==> config.mk <==
export PLATFORM = sky130hd
export DESIGN_NAME = rtc_ctrl
export DESIGN_NICKNAME = d
export VERILOG_FILES = /design/src/verilog/rtc_pkg.sv /design/src/verilog/rtc_delay_timer.sv /design/src/verilog/rtc_avg_window.sv /design/src/verilog/rtc_ctrl.sv
export SDC_FILE = /design/constraint.sdc
export NUM_CORES = 1
export LEC_CHECK = 0
export BUFFER_PORTS_ARGS = -buffer_cell sky130_fd_sc_hd__buf_2
export CORE_MARGIN = 4
export CORE_UTILIZATION = 28
export DETAILED_ROUTE_END_ITERATION = 10
export PLACE_DENSITY = 0.48
export SLEW_MARGIN = 15
export SYNTH_ARGS = -nofsm -noshare
export SYNTH_HDL_FRONTEND = slang
export SYNTH_SLANG_ARGS = --single-unit
==> constraint.sdc <==
create_clock -name mclk -period 4.4 [get_ports mclk]
set_clock_uncertainty 0.15 [all_clocks]
set_input_delay 0 -clock mclk [delete_from_list [all_inputs] [get_ports mclk]]
set_output_delay 0 -clock mclk [all_outputs]
set_load 0.03 [all_outputs]
==> src/verilog/rtc_pkg.sv <==
/*
  Constants for the receive timing and channel-check controller:
  register indices, field positions, reset values, codes, timing.
  Assumes a 20 MHz mclk and 32-bit APB with word-indexed registers.
*/
package rtc_pkg;
  // Register indices; byte address is four times the index
  localparam logic [9:0] IDX_CLEAR_THRESHOLD = 10'h105;
  localparam logic [9:0] IDX_CHANNEL_CHECK = 10'h106;
  localparam logic [9:0] IDX_RX_BUFFER_BEHAVIOR = 10'h107;
  localparam logic [9:0] IDX_PACKET_OPTIONS = 10'h108;
  localparam logic [9:0] IDX_RX_TURNON_DELAY = 10'h109;
  localparam logic [9:0] IDX_EXTENDED_MAC_DELAY = 10'h10b;
  localparam logic [9:0] IDX_RADIO_MODE_SELECT = 10'h13e;
  localparam logic [9:0] IDX_QUALITY_READBACK = 10'h30d;
  localparam logic [9:0] IDX_SIGNAL_AVG_CONFIG = 10'h3b9;
  localparam logic [9:0] IDX_COMMAND = 10'h001;
  localparam logic [9:0] IDX_STATUS = 10'h002;
  localparam logic [9:0] IDX_TX_TURNON_DELAY = 10'h003;
  localparam logic [9:0] IDX_SIGNAL_READBACK = 10'h004;

  // Field positions
  localparam int AUTO_CHECK_BIT = 1;
  localparam int REPEAT_CHECK_BIT = 2;
  localparam int RAW_CHECKSUM_BIT = 0;
  localparam int FILTER_EN_BIT = 1;
  localparam int AUTO_ACK_EN_BIT = 2;
  localparam int AUTO_LISTEN_BIT = 3;
  localparam int STAT_IDLE_BIT = 0;
  localparam int STAT_RX_BIT = 1;
  localparam int STAT_CLEAR_BIT = 2;
  localparam int STAT_CHECK_BIT = 3;

  // Reset values
  localparam logic [7:0] RST_CLEAR_THRESHOLD = 8'h00;
  localparam logic [7:0] RST_CHANNEL_CHECK = 8'h00;
  localparam logic [7:0] RST_RX_BUFFER = 8'h00;
  localparam logic [7:0] RST_PACKET_OPTIONS = 8'h00;
  localparam logic [7:0] RST_RX_TURNON = 8'h00;
  localparam logic [7:0] RST_EXT_DELAY = 8'h00;
  localparam logic [7:0] RST_MODE = 8'h00;
  localparam logic [7:0] RST_AVG_CONFIG = 8'h02;
  localparam logic [7:0] RST_TX_TURNON = 8'hc0;

  // Operating modes, buffer modes, commands, frame types
  localparam logic [7:0] MODE_PACKET = 8'h00;
  localparam logic [7:0] MODE_SERIAL_PORT = 8'h02;
  localparam logic [1:0] BUF_TO_IDLE = 2'h0;
  localparam logic [1:0] BUF_NO_RECEPTION = 2'h2;
  localparam logic [7:0] CMD_RECEIVE = 8'h01;
  localparam logic [7:0] CMD_CHANNEL_CHECK = 8'h02;
  localparam logic [7:0] CMD_IDLE_READY = 8'h03;
  localparam logic [2:0] FTYPE_BEACON = 3'h0;
  localparam logic [2:0] FTYPE_ACK = 3'h2;

  // Timing
  localparam int CLK_PERIOD_NS = 50;
  localparam int US_NS = 1000;
  localparam int CYC_PER_US = (US_NS + CLK_PERIOD_NS - 1) / CLK_PERIOD_NS;
  localparam int EXT_DELAY_UNIT_US = 4;
  localparam int AVG_BASE_US = 16;
  localparam int AVG_BASE_SHIFT = 4;
  localparam int DELAY_W = 11;
endpackage

==> src/verilog/rtc_delay_timer.sv <==
/*
  Microsecond countdown used for the MAC delays.
  Assumes a one-cycle us_tick from the parent; a zero load elapses at once.
*/
`timescale 1ns/10ps
module rtc_delay_timer #(
  parameter int CW = 11
) (
  // Clock and reset
  input wire logic mclk,
  input wire logic rstn,
  // Control
  input wire logic us_tick,
  input wire logic load,
  input wire logic [CW-1:0] count_us,
  // Status
  output logic elapsed
);
  logic [CW-1:0] count_r;
  logic run_r;
  logic elapsed_r;

  always_ff @(posedge mclk or negedge rstn) begin
    if (!rstn) begin
      count_r <= '0;
      run_r <= 1'b0;
      elapsed_r <= 1'b0;
    end else if (load) begin
      count_r <= count_us;
      run_r <= (count_us != '0);
      elapsed_r <= (count_us == '0);
    end else if (run_r && us_tick) begin
      count_r <= count_r - 1'b1;
      if (count_r == {{(CW-1){1'b0}}, 1'b1}) begin
        run_r <= 1'b0;
        elapsed_r <= 1'b1;
      end
    end
  end

  assign elapsed = elapsed_r;
endmodule

==> src/verilog/rtc_avg_window.sv <==
/*
  Signal-strength averaging window of 16 << sel microseconds.
  Assumes one sample per us_tick; a start restarts the window.
*/
`timescale 1ns/10ps
module rtc_avg_window (
  // Clock and reset
  input wire logic mclk,
  input wire logic rstn,
  // Control
  input wire logic us_tick,
  input wire logic start,
  input wire logic stop,
  input wire logic [1:0] sel,
  input wire logic [7:0] rssi,
  // Result
  output logic busy,
  output logic done,
  output logic [7:0] average
);
  logic [14:0] acc_r;
  logic [7:0] cnt_r;
  logic busy_r;
  logic done_r;
  logic [7:0] avg_r;
  logic [14:0] sum;
  logic [7:0] target;

  assign sum = acc_r + {7'h00, rssi};
  assign target = 8'(rtc_pkg::AVG_BASE_US << sel);

  always_ff @(posedge mclk or negedge rstn) begin
    if (!rstn) begin
      acc_r <= '0;
      cnt_r <= '0;
      busy_r <= 1'b0;
      done_r <= 1'b0;
      avg_r <= '0;
    end else begin
      done_r <= 1'b0;
      if (start) begin
        acc_r <= '0;
        cnt_r <= '0;
        busy_r <= 1'b1;
      end else if (stop) begin
        busy_r <= 1'b0;
      end else if (busy_r && us_tick) begin
        acc_r <= sum;
        cnt_r <= cnt_r + 8'h01;
        if (cnt_r + 8'h01 == target) begin
          busy_r <= 1'b0;
          done_r <= 1'b1;
          avg_r <= 8'(sum >> (rtc_pkg::AVG_BASE_SHIFT + int'(sel)));
        end
      end
    end
  end

  assign busy = busy_r;
  assign done = done_r;
  assign average = avg_r;
endmodule

==> src/verilog/rtc_ctrl.sv <==
/*
  Receive timing, channel check and acknowledge control, with APB registers.
  Assumes radio datapath status arrives synchronous to mclk as pulses.
*/
// The APB interface to the registers was chosen for this implementation.
`timescale 1ns/10ps
module rtc_ctrl (
  // Clock and reset
  input wire logic mclk,
  input wire logic rstn,
  // APB slave
  input wire logic psel,
  input wire logic penable,
  input wire logic pwrite,
  input wire logic [11:0] paddr,
  input wire logic [31:0] pwdata,
  output logic [31:0] prdata,
  output logic pready,
  output logic pslverr,
  // Calibration
  output logic synth_cal_req,
  output logic rx_cal_req,
  input wire logic synth_cal_done,
  input wire logic rx_cal_done,
  // Receive datapath
  output logic rx_enable,
  input wire logic [7:0] rssi,
  input wire logic sfd_detect,
  input wire logic frame_end,
  input wire logic checksum_ok,
  input wire logic addr_match,
  input wire logic [2:0] frame_type,
  input wire logic ack_request,
  input wire logic [7:0] frame_seq,
  input wire logic [7:0] frame_quality,
  output logic quality_wr,
  output logic [7:0] quality_data,
  // Transmit side
  input wire logic tx_done,
  output logic ack_build,
  output logic [7:0] ack_seq,
  output logic ack_tx_req,
  // Events
  output logic evt_check_done,
  output logic evt_frame_start,
  output logic evt_frame_rcvd
);
  typedef enum logic [3:0] {
    ST_IDLE, ST_CAL_SYN, ST_CAL_RX, ST_RX_DLY, ST_RX,
    ST_CCA_DLY, ST_CCA, ST_ACK_DLY, ST_ACK_TX
  } rtc_state_e;

  rtc_state_e state_r;
  logic [7:0] clear_threshold_r;
  logic [7:0] channel_check_r;
  logic [7:0] rx_buffer_r;
  logic [7:0] packet_options_r;
  logic [7:0] rx_turnon_r;
  logic [7:0] ext_delay_r;
  logic [7:0] mode_r;
  logic [7:0] quality_r;
  logic [7:0] avg_config_r;
  logic [7:0] tx_turnon_r;
  logic [7:0] signal_rb_r;
  logic clear_r;
  logic check_done_r;
  logic listen_r;
  logic [4:0] pre_r;
  logic [31:0] prdata_r;
  logic us_tick;
  logic wr_en;
  logic rd_setup;
  logic [9:0] idx;
  logic mapped;
  logic [31:0] rd_mux;
  logic cmd_valid;
  logic [7:0] cmd_code;
  logic timer_load;
  logic [rtc_pkg::DELAY_W-1:0] timer_count;
  logic [rtc_pkg::DELAY_W-1:0] rx_delay_us;
  logic [rtc_pkg::DELAY_W-1:0] tx_delay_us;
  logic timer_elapsed;
  logic avg_start;
  logic avg_stop;
  logic avg_busy;
  logic avg_done;
  logic [7:0] avg_value;
  logic packet_mode;
  logic frame_ok;
  logic want_ack;
  logic take_frame;
  logic to_rx_dly;
  logic to_ack_dly;

  // APB decode, zero wait states
  assign idx = paddr[11:2];
  assign wr_en = psel && penable && pwrite;
  assign rd_setup = psel && !penable && !pwrite;
  assign pready = 1'b1;
  assign pslverr = psel && penable && !mapped;
  assign cmd_valid = wr_en && (idx == rtc_pkg::IDX_COMMAND);
  assign cmd_code = pwdata[7:0];

  always_comb begin
    mapped = 1'b1;
    rd_mux = 32'h0000_0000;
    unique case (idx)
      rtc_pkg::IDX_CLEAR_THRESHOLD: rd_mux[7:0] = clear_threshold_r;
      rtc_pkg::IDX_CHANNEL_CHECK: rd_mux[7:0] = channel_check_r;
      rtc_pkg::IDX_RX_BUFFER_BEHAVIOR: rd_mux[7:0] = rx_buffer_r;
      rtc_pkg::IDX_PACKET_OPTIONS: rd_mux[7:0] = packet_options_r;
      rtc_pkg::IDX_RX_TURNON_DELAY: rd_mux[7:0] = rx_turnon_r;
      rtc_pkg::IDX_EXTENDED_MAC_DELAY: rd_mux[7:0] = ext_delay_r;
      rtc_pkg::IDX_RADIO_MODE_SELECT: rd_mux[7:0] = mode_r;
      rtc_pkg::IDX_QUALITY_READBACK: rd_mux[7:0] = quality_r;
      rtc_pkg::IDX_SIGNAL_AVG_CONFIG: rd_mux[7:0] = avg_config_r;
      rtc_pkg::IDX_TX_TURNON_DELAY: rd_mux[7:0] = tx_turnon_r;
      rtc_pkg::IDX_SIGNAL_READBACK: rd_mux[7:0] = signal_rb_r;
      rtc_pkg::IDX_COMMAND: rd_mux = 32'h0000_0000;
      rtc_pkg::IDX_STATUS: begin
        rd_mux[rtc_pkg::STAT_IDLE_BIT] = (state_r == ST_IDLE);
        rd_mux[rtc_pkg::STAT_RX_BIT] = (state_r == ST_RX);
        rd_mux[rtc_pkg::STAT_CLEAR_BIT] = clear_r;
        rd_mux[rtc_pkg::STAT_CHECK_BIT] = avg_busy;
      end
      default: mapped = 1'b0;
    endcase
  end

  always_ff @(posedge mclk or negedge rstn) begin
    if (!rstn) begin
      prdata_r <= 32'h0000_0000;
    end else if (rd_setup) begin
      prdata_r <= rd_mux;
    end
  end

  assign prdata = prdata_r;

  // Software-written configuration
  always_ff @(posedge mclk or negedge rstn) begin
    if (!rstn) begin
      clear_threshold_r <= rtc_pkg::RST_CLEAR_THRESHOLD;
      channel_check_r <= rtc_pkg::RST_CHANNEL_CHECK;
      rx_buffer_r <= rtc_pkg::RST_RX_BUFFER;
      packet_options_r <= rtc_pkg::RST_PACKET_OPTIONS;
      rx_turnon_r <= rtc_pkg::RST_RX_TURNON;
      ext_delay_r <= rtc_pkg::RST_EXT_DELAY;
      mode_r <= rtc_pkg::RST_MODE;
      avg_config_r <= rtc_pkg::RST_AVG_CONFIG;
      tx_turnon_r <= rtc_pkg::RST_TX_TURNON;
    end else if (wr_en) begin
      unique case (idx)
        rtc_pkg::IDX_CLEAR_THRESHOLD: clear_threshold_r <= pwdata[7:0];
        rtc_pkg::IDX_CHANNEL_CHECK: channel_check_r <= pwdata[7:0];
        rtc_pkg::IDX_RX_BUFFER_BEHAVIOR: rx_buffer_r <= pwdata[7:0];
        rtc_pkg::IDX_PACKET_OPTIONS: packet_options_r <= pwdata[7:0];
        rtc_pkg::IDX_RX_TURNON_DELAY: rx_turnon_r <= pwdata[7:0];
        rtc_pkg::IDX_EXTENDED_MAC_DELAY: ext_delay_r <= pwdata[7:0];
        rtc_pkg::IDX_RADIO_MODE_SELECT: mode_r <= pwdata[7:0];
        rtc_pkg::IDX_SIGNAL_AVG_CONFIG: avg_config_r <= pwdata[7:0];
        rtc_pkg::IDX_TX_TURNON_DELAY: tx_turnon_r <= pwdata[7:0];
        default: ;
      endcase
    end
  end

  // Microsecond tick
  always_ff @(posedge mclk or negedge rstn) begin
    if (!rstn) begin
      pre_r <= '0;
    end else if (pre_r == 5'(rtc_pkg::CYC_PER_US - 1)) begin
      pre_r <= '0;
    end else begin
      pre_r <= pre_r + 5'h01;
    end
  end

  assign us_tick = (pre_r == 5'(rtc_pkg::CYC_PER_US - 1));

  // Delays in microseconds
  assign rx_delay_us = rtc_pkg::DELAY_W'(rx_turnon_r)
    + rtc_pkg::DELAY_W'(ext_delay_r) * rtc_pkg::DELAY_W'(rtc_pkg::EXT_DELAY_UNIT_US);
  assign tx_delay_us = rtc_pkg::DELAY_W'(tx_turnon_r)
    + rtc_pkg::DELAY_W'(ext_delay_r) * rtc_pkg::DELAY_W'(rtc_pkg::EXT_DELAY_UNIT_US);

  // Frame acceptance
  assign packet_mode = (mode_r == rtc_pkg::MODE_PACKET);
  assign frame_ok = (checksum_ok || packet_options_r[rtc_pkg::RAW_CHECKSUM_BIT])
    && (!packet_options_r[rtc_pkg::FILTER_EN_BIT] || addr_match);
  assign take_frame = (state_r == ST_RX) && frame_end && packet_mode
    && (rx_buffer_r[1:0] != rtc_pkg::BUF_NO_RECEPTION) && frame_ok;
  assign want_ack = packet_options_r[rtc_pkg::FILTER_EN_BIT]
    && packet_options_r[rtc_pkg::AUTO_ACK_EN_BIT]
    && frame_type != rtc_pkg::FTYPE_BEACON
    && frame_type != rtc_pkg::FTYPE_ACK && ack_request;

  assign to_rx_dly = (state_r == ST_CAL_RX) && rx_cal_done;
  assign to_ack_dly = take_frame && want_ack;

  // One delay timer, loaded at each delay start
  always_comb begin
    timer_load = 1'b0;
    timer_count = rx_delay_us;
    if (cmd_valid && (cmd_code == rtc_pkg::CMD_RECEIVE
        || cmd_code == rtc_pkg::CMD_CHANNEL_CHECK)) begin
      timer_load = 1'b1;
    end else if (state_r == ST_IDLE && tx_done && rx_buffer_r[rtc_pkg::AUTO_LISTEN_BIT]
        && packet_mode) begin
      timer_load = 1'b1;
    end else if (to_ack_dly) begin
      timer_load = 1'b1;
      timer_count = tx_delay_us;
    end
  end

  rtc_delay_timer #(
    .CW(rtc_pkg::DELAY_W)
  ) u_timer (
    .mclk(mclk),
    .rstn(rstn),
    .us_tick(us_tick),
    .load(timer_load),
    .count_us(timer_count),
    .elapsed(timer_elapsed)
  );

  // Window starts: on receive entry, after check delay, on repeat
  assign avg_start = (state_r == ST_RX_DLY && timer_elapsed
      && channel_check_r[rtc_pkg::AUTO_CHECK_BIT])
    || (state_r == ST_CCA_DLY && timer_elapsed)
    || (state_r == ST_CCA && check_done_r
      && channel_check_r[rtc_pkg::REPEAT_CHECK_BIT]);
  assign avg_stop = cmd_valid;

  rtc_avg_window u_avg (
    .mclk(mclk),
    .rstn(rstn),
    .us_tick(us_tick),
    .start(avg_start),
    .stop(avg_stop),
    .sel(avg_config_r[1:0]),
    .rssi(rssi),
    .busy(avg_busy),
    .done(avg_done),
    .average(avg_value)
  );

  // Readback, clear flag and done all move in the cycle after the window ends
  always_ff @(posedge mclk or negedge rstn) begin
    if (!rstn) begin
      signal_rb_r <= 8'h00;
      clear_r <= 1'b0;
      check_done_r <= 1'b0;
    end else begin
      check_done_r <= avg_done;
      if (avg_done) begin
        signal_rb_r <= avg_value;
        clear_r <= (avg_value < clear_threshold_r);
      end
    end
  end

  // Radio controller sequencing
  always_ff @(posedge mclk or negedge rstn) begin
    if (!rstn) begin
      state_r <= ST_IDLE;
      listen_r <= 1'b0;
    end else if (cmd_valid && cmd_code == rtc_pkg::CMD_IDLE_READY) begin
      state_r <= ST_IDLE;
      listen_r <= 1'b0;
    end else if (cmd_valid && cmd_code == rtc_pkg::CMD_RECEIVE) begin
      state_r <= ST_CAL_SYN;
      listen_r <= 1'b0;
    end else if (cmd_valid && cmd_code == rtc_pkg::CMD_CHANNEL_CHECK) begin
      state_r <= ST_CCA_DLY;
      listen_r <= 1'b0;
    end else begin
      unique case (state_r)
        ST_IDLE: begin
          if (timer_load) begin
            state_r <= ST_RX_DLY;
            listen_r <= 1'b1;
          end
        end
        ST_CAL_SYN: begin
          if (synth_cal_done) begin
            state_r <= ST_CAL_RX;
          end
        end
        ST_CAL_RX: begin
          if (to_rx_dly) begin
            state_r <= ST_RX_DLY;
          end
        end
        ST_RX_DLY: begin
          if (timer_elapsed) begin
            state_r <= ST_RX;
          end
        end
        ST_RX: begin
          if (to_ack_dly) begin
            state_r <= ST_ACK_DLY;
          end else if (take_frame && (listen_r
              || rx_buffer_r[1:0] == rtc_pkg::BUF_TO_IDLE)) begin
            state_r <= ST_IDLE;
            listen_r <= 1'b0;
          end
        end
        ST_CCA_DLY: begin
          if (timer_elapsed) begin
            state_r <= ST_CCA;
          end
        end
        ST_CCA: begin
          if (check_done_r && !channel_check_r[rtc_pkg::REPEAT_CHECK_BIT]) begin
            state_r <= ST_IDLE;
          end
        end
        ST_ACK_DLY: begin
          if (timer_elapsed) begin
            state_r <= ST_ACK_TX;
          end
        end
        ST_ACK_TX: begin
          if (tx_done) begin
            state_r <= ST_IDLE;
            listen_r <= 1'b0;
          end
        end
      endcase
    end
  end

  // Frame events, quality store and acknowledge build
  always_ff @(posedge mclk or negedge rstn) begin
    if (!rstn) begin
      evt_frame_start <= 1'b0;
      evt_frame_rcvd <= 1'b0;
      quality_wr <= 1'b0;
      quality_data <= 8'h00;
      quality_r <= 8'h00;
      ack_build <= 1'b0;
      ack_seq <= 8'h00;
    end else begin
      evt_frame_start <= (state_r == ST_RX) && sfd_detect;
      evt_frame_rcvd <= take_frame;
      quality_wr <= take_frame && !packet_options_r[rtc_pkg::RAW_CHECKSUM_BIT];
      ack_build <= to_ack_dly;
      if (take_frame) begin
        quality_data <= frame_quality;
        quality_r <= frame_quality;
      end
      if (to_ack_dly) begin
        ack_seq <= frame_seq;
      end
    end
  end

  assign evt_check_done = check_done_r;
  assign synth_cal_req = (state_r == ST_CAL_SYN);
  assign rx_cal_req = (state_r == ST_CAL_RX);
  assign rx_enable = (state_r == ST_RX);
  assign ack_tx_req = (state_r == ST_ACK_TX);
endmodule

==> impl_results.html <==
<table>
<tr><th>Metric</th><th>Value</th></tr>
<tr><th colspan="2">Route</th></tr>
<tr><td>First DRT Iteration DRCs</td><td>432</td></tr>
<tr><td>Via count</td><td>7928</td></tr>
<tr><td>DRC violations left</td><td>0</td></tr>
<tr><td>Routed WL per cell</td><td>17.9 um</td></tr>
<tr><td>Drt total wl</td><td>28300 um</td></tr>
<tr><td>Total iterations of the first detailed-routing run</td><td>5</td></tr>
<tr><td>DR vias/cell</td><td>5.01</td></tr>
<tr><td>Count of nets left with antenna violations after detail routing</td><td>0</td></tr>
<tr><th colspan="2">STA</th></tr>
<tr><td>Period Utilization, post-route</td><td>71.7%</td></tr>
<tr><td>Remaining max-slew budget at the tightest pin</td><td>31.0%</td></tr>
<tr><td>Post-layout min period</td><td>3.15 ns</td></tr>
<tr><td>Final Hold Slack</td><td>0.00332 ns</td></tr>
<tr><td>Count of pins over their slew limit</td><td>0</td></tr>
<tr><td>Least-Margin Pin Slew</td><td>1.03 ns</td></tr>
<tr><td>Post-Route Setup TNS</td><td>0 ns</td></tr>
<tr><td>Highest achievable clock rate</td><td>317 MHz</td></tr>
<tr><td>Final-report hold violation count</td><td>0</td></tr>
<tr><td>Setup-violating endpoint count in the final report</td><td>0</td></tr>
<tr><td>Unrepaired setup endpoints after global routing</td><td>no</td></tr>
<tr><th colspan="2">Synthesis</th></tr>
<tr><td>EDFF count, synth</td><td>0</td></tr>
<tr><td>Synth cell count leaders</td><td>163 x sky130_fd_sc_hd__dfrtp_1, 117 x sky130_fd_sc_hd__nand2_1, 86 x sky130_fd_sc_hd__mux2_2, 68 x sky130_fd_sc_hd__o21ai_0, 67 x sky130_fd_sc_hd__nor2_1</td></tr>
<tr><td>Post-synthesis sequential element count</td><td>166</td></tr>
<tr><td>XOR/XNOR share of the synthesized area</td><td>3.62%</td></tr>
<tr><td>Largest cells by area after synthesis</td><td>sky130_fd_sc_hd__dfrtp_1 41%, sky130_fd_sc_hd__mux2_2 9.7%, sky130_fd_sc_hd__nand2_1 4.4%, sky130_fd_sc_hd__ha_1 3.9%, sky130_fd_sc_hd__o21ai_0 3.4%</td></tr>
<tr><td>Proportion of synthesized area in mux cells</td><td>11.9%</td></tr>
<tr><td>Biggest area consumer among synthesized cells</td><td>sky130_fd_sc_hd__dfrtp_1</td></tr>
<tr><td>Yosys warns</td><td>0</td></tr>
<tr><td>Mean area per synthesized cell</td><td>9.76 sq um</td></tr>
<tr><td>Post-synth top flop</td><td>sky130_fd_sc_hd__dfrtp_1</td></tr>
<tr><td>Distinct cells, synth</td><td>84</td></tr>
<tr><td>Most used standard cell by instance count after synthesis</td><td>sky130_fd_sc_hd__dfrtp_1</td></tr>
<tr><td>Yosys top cell area share</td><td>41.1%</td></tr>
<tr><td>Gate count of the mapped netlist</td><td>1018</td></tr>
<tr><td>Cell area after synthesis</td><td>0.00993 sq mm</td></tr>
<tr><td>Share of the yosys chip area belonging to registers</td><td>41.9%</td></tr>
<tr><td>Area share of and/or/nand/nor cells after synthesis</td><td>17.2%</td></tr>
<tr><td>Synthesized-area fraction occupied by ao, oa, aoi and oai cells</td><td>15.5%</td></tr>
<tr><td>Area share of fa/ha/maj cells after synthesis</td><td>4.51%</td></tr>
<tr><td>Share of synthesized flip-flops with an asynchronous set or reset</td><td>100%</td></tr>
<tr><td>Main combinational cell family by area after synthesis</td><td>simple AND/OR/NAND/NOR gates</td></tr>
<tr><th colspan="2">Global route</th></tr>
<tr><td>Most heavily used metal layer in global routing</td><td>met2</td></tr>
<tr><td>Leftover overflow at the end of global routing</td><td>0</td></tr>
<tr><td>Global-route wire length before repair</td><td>44900 um</td></tr>
<tr><td>Largest net degree at the start of global routing</td><td>91</td></tr>
<tr><td>Total global routing track utilization</td><td>14.5%</td></tr>
<tr><td>Fraction of met2 tracks used by global routing</td><td>25.1%</td></tr>
<tr><td>Antenna violations before repair</td><td>0</td></tr>
<tr><td>Vias in the first global route</td><td>8002</td></tr>
<tr><td>Met3 track demand over resource in global routing</td><td>2.27%</td></tr>
<tr><td>Met1 track demand over resource in global routing</td><td>19.2%</td></tr>
<tr><th colspan="2">Floorplanning</th></tr>
<tr><td>Overall die height</td><td>196 um</td></tr>
<tr><td>Die Footprint</td><td>0.0386 sq mm</td></tr>
<tr><td>Width of the chip</td><td>196 um</td></tr>
<tr><td>Placeable core area</td><td>0.0348 sq mm</td></tr>
<tr><td>Number of core rows</td><td>68</td></tr>
<tr><td>Starting utilization of the core area</td><td>28.5%</td></tr>
<tr><td>Number of I/O pins</td><td>143</td></tr>
<tr><th colspan="2">Pwr</th></tr>
<tr><td>Pleak</td><td>5.33 nW</td></tr>
<tr><td>Total power per unit cell area</td><td>359 mW/mm^2</td></tr>
<tr><td>Power Total</td><td>4.17 mW</td></tr>
<tr><td>Worst supply voltage drop on vdd</td><td>0.230 mV</td></tr>
<tr><th colspan="2">Layout</th></tr>
<tr><td>Largest registers</td><td>u_avg.acc_r x15, u_timer.count_r x11</td></tr>
<tr><td>Most flop-heavy register</td><td>u_avg.acc_r</td></tr>
<tr><td>Number of nets in the layout</td><td>1232</td></tr>
<tr><td>Final core utilization</td><td>33.4%</td></tr>
<tr><td>P&amp;R area growth vs syn</td><td>17.1%</td></tr>
<tr><td>Fill cell count</td><td>3604</td></tr>
<tr><td>Flip-flop count of the largest register, all copies and words added</td><td>15</td></tr>
<tr><td>Final antenna diode count</td><td>0</td></tr>
<tr><td>Layout Cells excl Fill</td><td>1582</td></tr>
<tr><td>Layout cells sized above 1</td><td>22.3%</td></tr>
<tr><th colspan="2">Worst hold path</th></tr>
<tr><td>Type of the most critical hold path</td><td>in2async</td></tr>
<tr><th colspan="2">Placed design</th></tr>
<tr><td>HPWL after detailed placement</td><td>20800 um</td></tr>
<tr><td>Placed cell count</td><td>1518</td></tr>
<tr><td>Global placer's final weighted congestion</td><td>0.848</td></tr>
<tr><td>Port bufs</td><td>90</td></tr>
<tr><th colspan="2">Worst setup path</th></tr>
<tr><td>Worst setup path class</td><td>reg2reg</td></tr>
<tr><td>WP data arrival</td><td>3.33 ns</td></tr>
<tr><td>Crit-path max FO</td><td>9</td></tr>
<tr><td>Data required time at the worst endpoint</td><td>4.57 ns</td></tr>
<tr><td>Endpoint kind of the worst setup timing path</td><td>register</td></tr>
<tr><td>Slowest library cell on the worst path</td><td>sky130_fd_sc_hd__a31oi_2</td></tr>
<tr><td>Buf+Inv Stages, Crit Path</td><td>0</td></tr>
<tr><td>Cell family contributing the most delay on the critical path</td><td>compound AO/OA/AOI/OAI gates</td></tr>
<tr><td>Cell Chain, Critical Path</td><td>ha_1 &gt; fa_1 &gt; a211oi_1 &gt; o21ai_0 &gt; a31oi_2 &gt; nor2_1 &gt; xor2_1 &gt; a221oi_1 &gt; a21oi_1 &gt; mux2_1</td></tr>
<tr><td>Worst path max stage delay</td><td>0.44 ns</td></tr>
<tr><td>Startpoint types</td><td>register</td></tr>
<tr><th colspan="2">Clock network</th></tr>
<tr><td>Max Buffers Root-to-Sink</td><td>2</td></tr>
<tr><td>Clock insertion delay at the later pin of the skew report</td><td>0.43 ns</td></tr>
<tr><td>H-tree level count</td><td>4</td></tr>
<tr><td>Clk slew on worst S/H paths</td><td>0.07 ns</td></tr>
<tr><td>CTS Root Buffer Type</td><td>sky130_fd_sc_hd__clkbuf_16</td></tr>
<tr><td>Post-cts resize count</td><td>0</td></tr>
<tr><td>Total clock buffers created by CTS</td><td>17</td></tr>
<tr><td>Clock tree from TritonCTS</td><td>yes</td></tr>
<tr><td>TritonCTS sink count</td><td>166</td></tr>
<tr><th colspan="2">Run status</th></tr>
<tr><td>Result of the run</td><td>finished clean</td></tr>
<tr><th colspan="2">Run</th></tr>
<tr><td>Number of max-cap violations</td><td>0</td></tr>
</table>
==> path summary, 6_finish.rpt <==
check,startpoint,end,slack [ns],depth (start not counted)
min,rstn,ack_seq[5],0.003,2
min in group mclk,rssi[5],u_avg.acc_r[5],0.02,5
max reg2reg,u_avg.acc_r[0],u_avg.average[6],1.25,10
min reg2reg,pre_r[0],pre_r[0],0.31,1
max in group asynchronous,rstn,avg_config_r[1],3.13,3
max,u_avg.acc_r[0],u_avg.average[6],1.25,10
==> what timing repair did <==
| action | 4_1_cts | 5_1_grt |
|---|---|---|
| hold buffers | 32 | 0 |
| hold endpoints to repair | 173 | 0 |
| buffers inserted | 0 | 0 |
==> logic make-up (layout without fill, tap and decap cells) <==
logic type | after synthesis | after routing
adders and majority gates | 34 | 34
xor gates and xnor gates | 41 | 41
other | 2 | 25
and+or+nand+nor | 323 | 323
DFF | 166 | 166
buffers and inverters | 109 | 195
muxes | 106 | 106
AOI/OAI and AO/OA | 237 | 237
==> cells in the final DEF, fill, tap and decap left out, drive strengths merged, types with 4 or more instances in the layout <==
master,Yosys,routed
a211oi,8,8
a21o,12,12
a21oi,51,51
a221oi,13,13
a22oi,18,18
a31oi,10,10
and2,5,5
and3,9,9
buf,46,100
clkbuf,32,18
clkinv,1,6
conb,2,25
dfrtp,163,163
dlygate4sd3,0,32
ha,31,31
inv,30,34
mux2,93,93
mux2i,13,13
nand2,118,118
nand2b,9,9
nand3,19,19
nand4,6,6
nand4b,5,5
nor2,70,70
nor2b,8,8
nor3,26,26
nor4,12,12
nor4b,4,4
o2111ai,4,4
o211ai,9,9
o21ai,71,71
o21bai,7,7
o22ai,8,8
or3,12,12
or4,5,5
xnor2,23,23
xor2,18,18
==> power breakdown <==
part	total, mW	switching [mW]	internal (mW)
sequential	1.74	0.125	1.61
clock	1.54	0.679	0.858
combinational	0.898	0.541	0.357
total	4.17	1.34	2.83
==> area by class of cell <==
| cell class | count | area [sq um] | share of cell area (%) |
|---|---|---|---|
| Multi-Input combinational cell | 766 | 5330 | 45.9 |
| Sequential cell | 166 | 4160 | 35.8 |
| Timing Repair Buffer | 132 | 865 | 7.44 |
| Tap cell | 455 | 569 | 4.90 |
| Clock buffer | 18 | 439 | 3.78 |
| Clock inverter | 14 | 149 | 1.28 |
| Inverter | 31 | 116 | 1.00 |
==> per-layer routing <==
| metal | vias up | share of wire, % | routed length (um) |
|---|---|---|---|
| met1 | 3947 | 46 | 12900 |
| met3 | 23 | 3.4 | 964 |
| met2 | 139 | 50 | 14100 |
| met5 | - | 0 | 0 |
| li1 | 3819 | - | - |
| met4 | 0 | 1.1 | 304 |
==> stage by stage <==
stage	cell area, sq um	worst slack (ns)
after floorplan	10000	1.54
after global placement	10700	1.22
after detailed placement	10700	1.22
after CTS	11600	1.19
after global routing	11600	1.05
final	11600	1.25
Note: power is estimated with default switching activity, not from simulation.
